==> src/core/asg_pkg.sv <==
package asg_pkg;

  // ************************************************************
  // Transfer modes
  // ************************************************************
  typedef enum logic [1:0] {
    ASG_MODE_PIO   = 2'h0,
    ASG_MODE_MWDMA = 2'h1,
    ASG_MODE_UDMA  = 2'h2
  } asg_mode_t;

  // ************************************************************
  // Firmware timing settings
  // ************************************************************
  typedef struct packed {
    asg_mode_t  mode;
    logic [7:0] assertCnt;
    logic [7:0] recoverCnt;
  } asg_timing_t;

  // ************************************************************
  // Phase lengths: cycles = setting + extra; load = setting + extra - 1
  // ************************************************************
  localparam int unsigned ASG_PIO_ASSERT_EXTRA = 1;
  localparam int unsigned ASG_PIO_RECOVER_EXTRA = 2;
  localparam int unsigned ASG_UDMA_ASSERT_EXTRA = 2;
  localparam int unsigned ASG_UDMA_RECOVER_EXTRA = 1;
  localparam logic [8:0] ASG_PIO_ASSERT_OFS =
    9'(ASG_PIO_ASSERT_EXTRA - 1);
  localparam logic [8:0] ASG_PIO_RECOVER_OFS =
    9'(ASG_PIO_RECOVER_EXTRA - 1);
  localparam logic [8:0] ASG_UDMA_ASSERT_OFS =
    9'(ASG_UDMA_ASSERT_EXTRA - 1);
  localparam logic [8:0] ASG_UDMA_RECOVER_OFS =
    9'(ASG_UDMA_RECOVER_EXTRA - 1);

  // ************************************************************
  // Reset values
  // ************************************************************
  localparam logic [8:0] ASG_CNT_RESET = 9'h000;
  localparam logic [8:0] ASG_LEN_RESET = 9'h000;

endpackage

==> src/core/asg_phase_counter.sv <==
`timescale 1ns/1ps
module asg_phase_counter
  import asg_pkg::*;
(
  input wire logic core_clk,
  input wire logic rst_n,
  input wire logic load,
  input wire logic [8:0] loadVal,
  output logic [8:0] count,
  output logic expired
);

  // ************************************************************
  // Down counter, one step per clock
  // ************************************************************
  logic [8:0] count_reg;
  logic [8:0] count_next;

  assign count_next = load ? loadVal :
                      (count_reg != 9'h000) ? count_reg - 9'h001 :
                      9'h000;
  assign count = count_reg;
  assign expired = (count_reg == 9'h000);

  always_ff @(posedge core_clk or negedge rst_n) begin
    if (!rst_n) begin
      count_reg <= ASG_CNT_RESET;
    end else begin
      count_reg <= count_next;
    end
  end

endmodule // asg_phase_counter

==> src/core/ata_strobe_timing_generator.sv <==
`timescale 1ns/1ps
// Functional notes
// [RQ1] All phases are counted in whole cycles of the single core clock.
// [RQ2] PIO/MWDMA strobe stays asserted for assertion setting plus one.
// [RQ3] PIO/MWDMA recovery lasts recovery setting plus two cycles.
// [RQ4] Firmware uses 17/16 for PIO mode 0.
// [RQ5] Firmware uses MWDMA 12/14, 4/2, 4/1; mode 0 values otherwise.
// [RQ6] Ultra DMA assertion phase is setting plus two cycles.
// [RQ7] Ultra DMA recovery is at least setting plus one cycle.
// [RQ8] Ultra DMA recovery applies only on pause, never while streaming; the code also enters recovery whenever wordReq is low.
// [RQ9] Ultra DMA strobe toggles once per assertion interval.
// [RQ10] Firmware Ultra DMA write settings 5/9, 3/7, 2/5, 1/5.
// [RQ11] Firmware may query drive modes before programming counts.
// [RQ12] Each word: assertion count strobe high, then recovery strobe low. Ultra DMA words instead end on each strobe toggle, with no recovery.
module ata_strobe_timing_generator
  import asg_pkg::*;
(
  input wire logic core_clk,
  input wire logic rst_n,
  input asg_timing_t timing,
  input wire logic wordReq,
  input wire logic pausePin,
  output logic strobe,
  output logic wordDone,
  output logic busy
);

  // ************************************************************
  // Reset and pin synchronisers
  // ************************************************************
  logic rstMeta_reg;
  logic rstSync_reg;
  logic pauseMeta_reg;
  logic pauseSync_reg;

  always_ff @(posedge core_clk or negedge rst_n) begin
    if (!rst_n) begin
      rstMeta_reg <= 1'b0;
      rstSync_reg <= 1'b0;
    end else begin
      rstMeta_reg <= 1'b1;
      rstSync_reg <= rstMeta_reg;
    end
  end

  always_ff @(posedge core_clk or negedge rstSync_reg) begin
    if (!rstSync_reg) begin
      pauseMeta_reg <= 1'b0;
      pauseSync_reg <= 1'b0;
    end else begin
      pauseMeta_reg <= pausePin;
      pauseSync_reg <= pauseMeta_reg;
    end
  end

  // ************************************************************
  // State machine declarations
  // ************************************************************
  typedef enum logic [4:0] {
    ST_IDLE    = 5'h01,
    ST_ASSERT  = 5'h02,
    ST_RECOVER = 5'h04,
    ST_URUN    = 5'h08,
    ST_UPAUSE  = 5'h10
  } asg_state_t;

  asg_state_t state_reg;
  asg_state_t state_next;
  logic strobe_reg;
  logic strobe_next;
  logic wordDone_reg;
  logic wordDone_next;
  logic busy_reg;
  logic cntLoad;
  logic [8:0] cntLoadVal;
  logic [8:0] cntVal;
  logic cntExpired;

  // ************************************************************
  // Phase length decode
  // ************************************************************
  wire isUdma = (timing.mode == ASG_MODE_UDMA);
  wire udmaHold = pauseSync_reg | ~wordReq;
  wire [8:0] pioAssertLoad = {1'b0, timing.assertCnt} +
    ASG_PIO_ASSERT_OFS; // [RQ2]
  wire [8:0] pioRecoverLoad = {1'b0, timing.recoverCnt} +
    ASG_PIO_RECOVER_OFS; // [RQ3]
  wire [8:0] udmaAssertLoad = {1'b0, timing.assertCnt} +
    ASG_UDMA_ASSERT_OFS; // [RQ6]
  wire [8:0] udmaRecoverLoad = {1'b0, timing.recoverCnt} +
    ASG_UDMA_RECOVER_OFS; // [RQ7]

  asg_phase_counter u_phase_counter (
    .core_clk(core_clk),
    .rst_n(rstSync_reg),
    .load(cntLoad),
    .loadVal(cntLoadVal),
    .count(cntVal),
    .expired(cntExpired)
  );

  // ************************************************************
  // Next state
  // ************************************************************
  always_comb begin
    state_next = state_reg;
    strobe_next = strobe_reg;
    wordDone_next = 1'b0;
    cntLoad = 1'b0;
    cntLoadVal = pioAssertLoad;
    case (state_reg)
      ST_IDLE: begin
        if (wordReq && isUdma) begin
          state_next = ST_URUN;
          cntLoad = 1'b1;
          cntLoadVal = udmaAssertLoad;
        end else if (wordReq) begin
          state_next = ST_ASSERT; // [RQ12]
          strobe_next = 1'b1;
          cntLoad = 1'b1;
          cntLoadVal = pioAssertLoad;
        end
      end
      ST_ASSERT: begin
        if (cntExpired) begin
          state_next = ST_RECOVER; // [RQ12]
          strobe_next = 1'b0;
          cntLoad = 1'b1;
          cntLoadVal = pioRecoverLoad;
        end
      end
      ST_RECOVER: begin
        if (cntExpired) begin
          wordDone_next = 1'b1;
          if (wordReq && !isUdma) begin
            state_next = ST_ASSERT; // [RQ12]
            strobe_next = 1'b1;
            cntLoad = 1'b1;
            cntLoadVal = pioAssertLoad;
          end else begin
            state_next = ST_IDLE;
          end
        end
      end
      ST_URUN: begin
        if (udmaHold) begin
          state_next = ST_UPAUSE; // [RQ8]
          cntLoad = 1'b1;
          cntLoadVal = udmaRecoverLoad;
        end else if (cntExpired) begin
          strobe_next = ~strobe_reg; // [RQ9]
          wordDone_next = 1'b1;
          cntLoad = 1'b1;
          cntLoadVal = udmaAssertLoad;
        end
      end
      ST_UPAUSE: begin
        if (!isUdma) begin
          state_next = ST_IDLE;
          strobe_next = 1'b0;
        end else if (udmaHold) begin
          cntLoad = 1'b1;
          cntLoadVal = udmaRecoverLoad; // [RQ7]
        end else if (cntExpired) begin
          state_next = ST_URUN;
          cntLoad = 1'b1;
          cntLoadVal = udmaAssertLoad;
        end
      end
      default: begin
        state_next = ST_IDLE;
        strobe_next = 1'b0;
      end
    endcase
  end

  always_ff @(posedge core_clk or negedge rstSync_reg) begin
    if (!rstSync_reg) begin
      state_reg <= ST_IDLE;
      strobe_reg <= 1'b0;
      wordDone_reg <= 1'b0;
      busy_reg <= 1'b0;
    end else begin
      state_reg <= state_next;
      strobe_reg <= strobe_next;
      wordDone_reg <= wordDone_next;
      busy_reg <= (state_next != ST_IDLE);
    end
  end

  assign strobe = strobe_reg;
  assign wordDone = wordDone_reg;
  assign busy = busy_reg;

  // ************************************************************
  // Checking helpers
  // ************************************************************
  logic [8:0] runLen_reg;
  logic [8:0] urunLen_reg;
  logic [8:0] pauseLen_reg;
  wire strobeToggle = (strobe_next != strobe_reg);
  wire urunToggle = (state_reg == ST_URUN) && !udmaHold && cntExpired;

  always_ff @(posedge core_clk or negedge rstSync_reg) begin
    if (!rstSync_reg) begin
      runLen_reg <= ASG_LEN_RESET;
      urunLen_reg <= ASG_LEN_RESET;
      pauseLen_reg <= ASG_LEN_RESET;
    end else begin
      runLen_reg <= strobeToggle ? 9'h001 :
                    (runLen_reg == 9'h1FF) ? runLen_reg :
                    runLen_reg + 9'h001;
      urunLen_reg <= ((state_reg == ST_URUN) && !urunToggle) ?
                     urunLen_reg + 9'h001 : 9'h000;
      pauseLen_reg <= ((state_reg == ST_UPAUSE) && !udmaHold) ?
                      pauseLen_reg + 9'h001 : 9'h000;
    end
  end

  // ************************************************************
  // Assertions
  // ************************************************************
  property p_one_step;
    @(posedge core_clk) disable iff (!rstSync_reg)
      (!cntLoad && !cntExpired) |=> (cntVal == $past(cntVal) - 9'h001);
  endproperty
  a_one_step: assert property (p_one_step) // [RQ1]
    else $error("Phase counter did not step by one");

  property p_pio_assert;
    @(posedge core_clk) disable iff (!rstSync_reg)
      ($fell(strobe_reg) && $past(state_reg) == ST_ASSERT) |->
        ($past(runLen_reg) == {1'b0, timing.assertCnt} + 9'h001);
  endproperty
  a_pio_assert: assert property (p_pio_assert) // [RQ2]
    else $error("PIO assertion length wrong");

  property p_pio_recover;
    @(posedge core_clk) disable iff (!rstSync_reg)
      ($rose(strobe_reg) && $past(state_reg) == ST_RECOVER) |->
        ($past(runLen_reg) == {1'b0, timing.recoverCnt} + 9'h002);
  endproperty
  a_pio_recover: assert property (p_pio_recover) // [RQ3]
    else $error("PIO recovery length wrong");

  property p_udma_assert;
    @(posedge core_clk) disable iff (!rstSync_reg)
      ($changed(strobe_reg) && $past(state_reg) == ST_URUN) |->
        ($past(runLen_reg) >= {1'b0, timing.assertCnt} + 9'h002);
  endproperty
  a_udma_assert: assert property (p_udma_assert) // [RQ6]
    else $error("Ultra DMA assertion too short");

  property p_udma_cycle;
    @(posedge core_clk) disable iff (!rstSync_reg)
      ($changed(strobe_reg) && $past(state_reg) == ST_URUN) |->
        ($past(urunLen_reg) == {1'b0, timing.assertCnt} + 9'h001);
  endproperty
  a_udma_cycle: assert property (p_udma_cycle) // [RQ9]
    else $error("Ultra DMA toggle interval wrong");

  property p_udma_recover;
    @(posedge core_clk) disable iff (!rstSync_reg)
      (state_reg == ST_URUN && $past(state_reg) == ST_UPAUSE) |->
        ($past(pauseLen_reg) >= {1'b0, timing.recoverCnt});
  endproperty
  a_udma_recover: assert property (p_udma_recover) // [RQ7]
    else $error("Ultra DMA recovery too short");

  property p_udma_stream;
    @(posedge core_clk) disable iff (!rstSync_reg)
      (state_reg == ST_URUN && !udmaHold) |=> (state_reg == ST_URUN);
  endproperty
  a_udma_stream: assert property (p_udma_stream) // [RQ8]
    else $error("Recovery inserted while streaming");

  property p_word_order;
    @(posedge core_clk) disable iff (!rstSync_reg)
      (wordDone_reg && !isUdma) |-> ($past(state_reg) == ST_RECOVER);
  endproperty
  a_word_order: assert property (p_word_order) // [RQ12]
    else $error("Word finished outside recovery");

  c_pio_word: cover property (@(posedge core_clk) disable iff
    (!rstSync_reg) wordDone_reg && !isUdma);
  c_udma_toggle: cover property (@(posedge core_clk) disable iff
    (!rstSync_reg) $changed(strobe_reg) && isUdma);
  c_udma_resume: cover property (@(posedge core_clk) disable iff
    (!rstSync_reg) state_reg == ST_URUN && $past(state_reg) == ST_UPAUSE);

endmodule // ata_strobe_timing_generator

==> config.mk <==
export PLATFORM = sky130hd
export DESIGN_NAME = ata_strobe_timing_generator
export DESIGN_NICKNAME = d
export VERILOG_FILES = /design/src/core/asg_pkg.sv /design/src/core/asg_phase_counter.sv /design/src/core/ata_strobe_timing_generator.sv
export SDC_FILE = /design/constraint.sdc
export NUM_CORES = 1
export LEC_CHECK = 0
export BUFFER_PORTS_ARGS = -buffer_cell sky130_fd_sc_hd__buf_2
export CAP_MARGIN = 40
export CORE_ASPECT_RATIO = 0.75
export CORE_UTILIZATION = 35
export DETAILED_ROUTE_END_ITERATION = 8
export PLACE_DENSITY = 0.63
export SLEW_MARGIN = 15
export SYNTH_ARGS = -nofsm -noshare
export SYNTH_HDL_FRONTEND = slang
export SYNTH_SLANG_ARGS = --single-unit
==> constraint.sdc <==
create_clock -name core_clk -period 0.8 [get_ports core_clk]
set_input_delay 0.16 -clock core_clk [delete_from_list [all_inputs] [get_ports core_clk]]
set_output_delay 0.16 -clock core_clk [all_outputs]
set_load 0.02 [all_outputs]
==> metrics.txt <==
outcome finished, violations left; failing checks negative setup slack; Post-Syn Area per Cell 8.08 sq um; Starting Density 0.363; RSZ-0062 raised after global routing true; worst skew pair latency 260 ps; layout cell share with drive strength beyond 1 0.524; area grow syn2layout 71.6%; Routed WL 6.84 mm; final worst slack -1290 ps; Antenna Cells 0; Die X 84.1 um; core box area 0.00487 sq mm; Lkg Pwr 0.00134 uW; Max Fanout on Critical Path 5; dpl ws -1300 ps; Internal 4600 uW; Synth Cell Area 0.00177 sq mm; Via density 5.75; worst endpoint required time 950 ps; Syn Inst Count 219; H-tree depth 1; switching power 3280 uW; Clock transition at path regs 80 ps; cell taking the most area after synthesis dfrtp_1; final setup fails 20; Main synth FF type dfrtp_1; total die area 0.00535 sq mm; Flop pwr share 0.220; max layer used met4; met3 wire length 549 um; Pins Over Slew Limit 0; maximum clock rate 0.478 GHz; Root Driver clkbuf_8; YS warnings 0; library cells used by synthesis 53; metal1 wirelength 3.01 mm; detailed placement HPWL 4.93 mm; Nets 365; CTS Buf Count 3; DRC marker count from the first detailed-route iteration 220; Clock Power Share 0.089; Switching Fraction 0.417; max FFs per register 9; synth top area cells dfrtp_1 28%, xnor2_1 4.9%, a21oi_1 4.8%, nor2_1 4.5%, xor2_1 3.5%; top post-synthesis cells by count 21 x nor2_1, 20 x dfrtp_1, 17 x a21oi_1, 15 x nand2_1, 12 x o21ai_0; dpl cells 377; IO Count 25; Clock Path Buffers 2; clock net sink count 21; GRT Total Usage 0.251; Synth async-reset ratio 1.00; first-pass GRT wire length 10.6 mm; post-synthesis sequential area ratio 0.298; row count 22; 1st-pass router iterations 4; Placer Congestion 0.900; Synth top area share 0.283; Setup Crit Path Kind register to register; routed len/inst 17.2 um; Layout Skew 7.36 ps; vias in the first global route 2143; post-route ant nets 0; min Tclk post-route 2090 ps; fin cells 398; grt ovf 0; CTS tree built; CP startpoint kind register; Worst Hold Class register to async pin; syn_nets 245; largest net degree at the start of global routing 13; Final Cycle Share 2.61; met2 wire length 3.09 mm; Die Ht 63.6 um; peak supply drop 1.07 mV; Final Hold Viols 0; Post-synth EDFFs 0; crit end category register; initial antenna violation count 0; most frequent cell after synthesis nor2_1; drt drc 0; total number of vias 2290; number of I/O port buffers 24; PD cells 2590 mW/mm^2; Comb power frac 0.690; number of max-cap violations 0; flops & latches, synth 21; critical path arrival 2240 ps
-- through the flow --
| stage | utilization | instance area (sq um) | TNS (ps) | total power (uW) | hold WS, ps |
|---|---|---|---|---|---|
| floorplan | - | 1870 | -16320 | 4230 | -136 |
| global placement | 0.542 | 2640 | -18580 | 5910 | -52.5 |
| detailed placement | 0.542 | 2640 | -19170 | 5980 | -52.1 |
| CTS | 0.594 | 2900 | -18590 | 7350 | 6.22 |
| global route | 0.624 | 3040 | -20750 | 8340 | 155 |
| finish | 0.624 | 3040 | -19590 | 7880 | 143 |
-- path summary, 6_finish.rpt --
kind                       cells past startpoint          from  slack (ps)                  endpoint
setup / recovery                               6  state_reg[0]       -1290  u_phase_counter.count[7]
hold / removal                                 0   rstSync_reg         140              state_reg[3]
setup reg to reg                               6  state_reg[0]       -1290  u_phase_counter.count[7]
hold reg to reg                                0   rstSync_reg         140              state_reg[3]
max in group asynchronous                      1   rstSync_reg         270              state_reg[2]
min in group core_clk                          4    timing[13]         280  u_phase_counter.count[5]
-- power groups by stage --
| stage | sequential, uW | combinational (uW) | clock [uW] |
|---|---|---|---|
| after global routing | 1780 | 5800 | 762 |
| after global placement | 1720 | 4200 | 0 |
| after detailed placement | 1730 | 4250 | 0 |
| final | 1740 | 5440 | 705 |
| after floorplan | 1820 | 2400 | 0 |
| after CTS | 1720 | 4920 | 711 |
-- cells in the final DEF (no fill, tap or decap), types with 6 or more instances in the layout --
master,count
buf_6,9
nor2_1,17
nand2b_1,7
nand2_1,12
buf_2,21
a21oi_1,12
o21ai_0,7
xnor2_1,10
dfrtp_1,19
nand3_1,9
xor2_1,6
buf_4,90
o21ai_1,9
-- per-layer routing --
metal	up-vias	global-route usage
met5	-	0
met4	0	0.0625
met3	32	0.0433
met2	113	0.404
met1	1079	0.351
li1	1066	-
-- layout make-up --
cell class / instances / area, sq um
Inverter: 5 / 18.8
Fill cell: 400 / 1830
Tap cell: 60 / 75.1
Timing Repair Buffer: 123 / 922
Multi-Input combinational cell: 185 / 1450
Clock inverter: 1 / 5.00
Sequential cell: 21 / 528
Clock buffer: 3 / 41.3
-- critical path: stages (launching register included) --
cell     delay, ps
dfstp_2        570
or4b_4         500
o311a_1        140
or2_1          260
o31a_1         260
nor4_2         160
o22ai_1         90
-- repair_timing --
action / in CTS / in global routing
resized for setup: 30 / 26
setup buffers: 10 / 4
cloned: 1 / 0
hold buffers: 1 / 1
pin swaps: 5 / 10
hold endpoints to repair: 2 / 1
setup endpoints to repair: 20 / 20
-- logic make-up after synthesis --
| family | Yosys count | synth area share |
|---|---|---|
| and+or+nand+nor | 91 | 0.288 |
| xor gates and xnor gates | 17 | 0.0841 |
| DFF | 21 | 0.298 |
| buffers and inverters | 14 | 0.0332 |
| other | 1 | 0.00212 |
| AOI/OAI and AO/OA | 71 | 0.266 |
| adders and majority gates | 4 | 0.0283 |
Power figures use the tool's default switching activity.
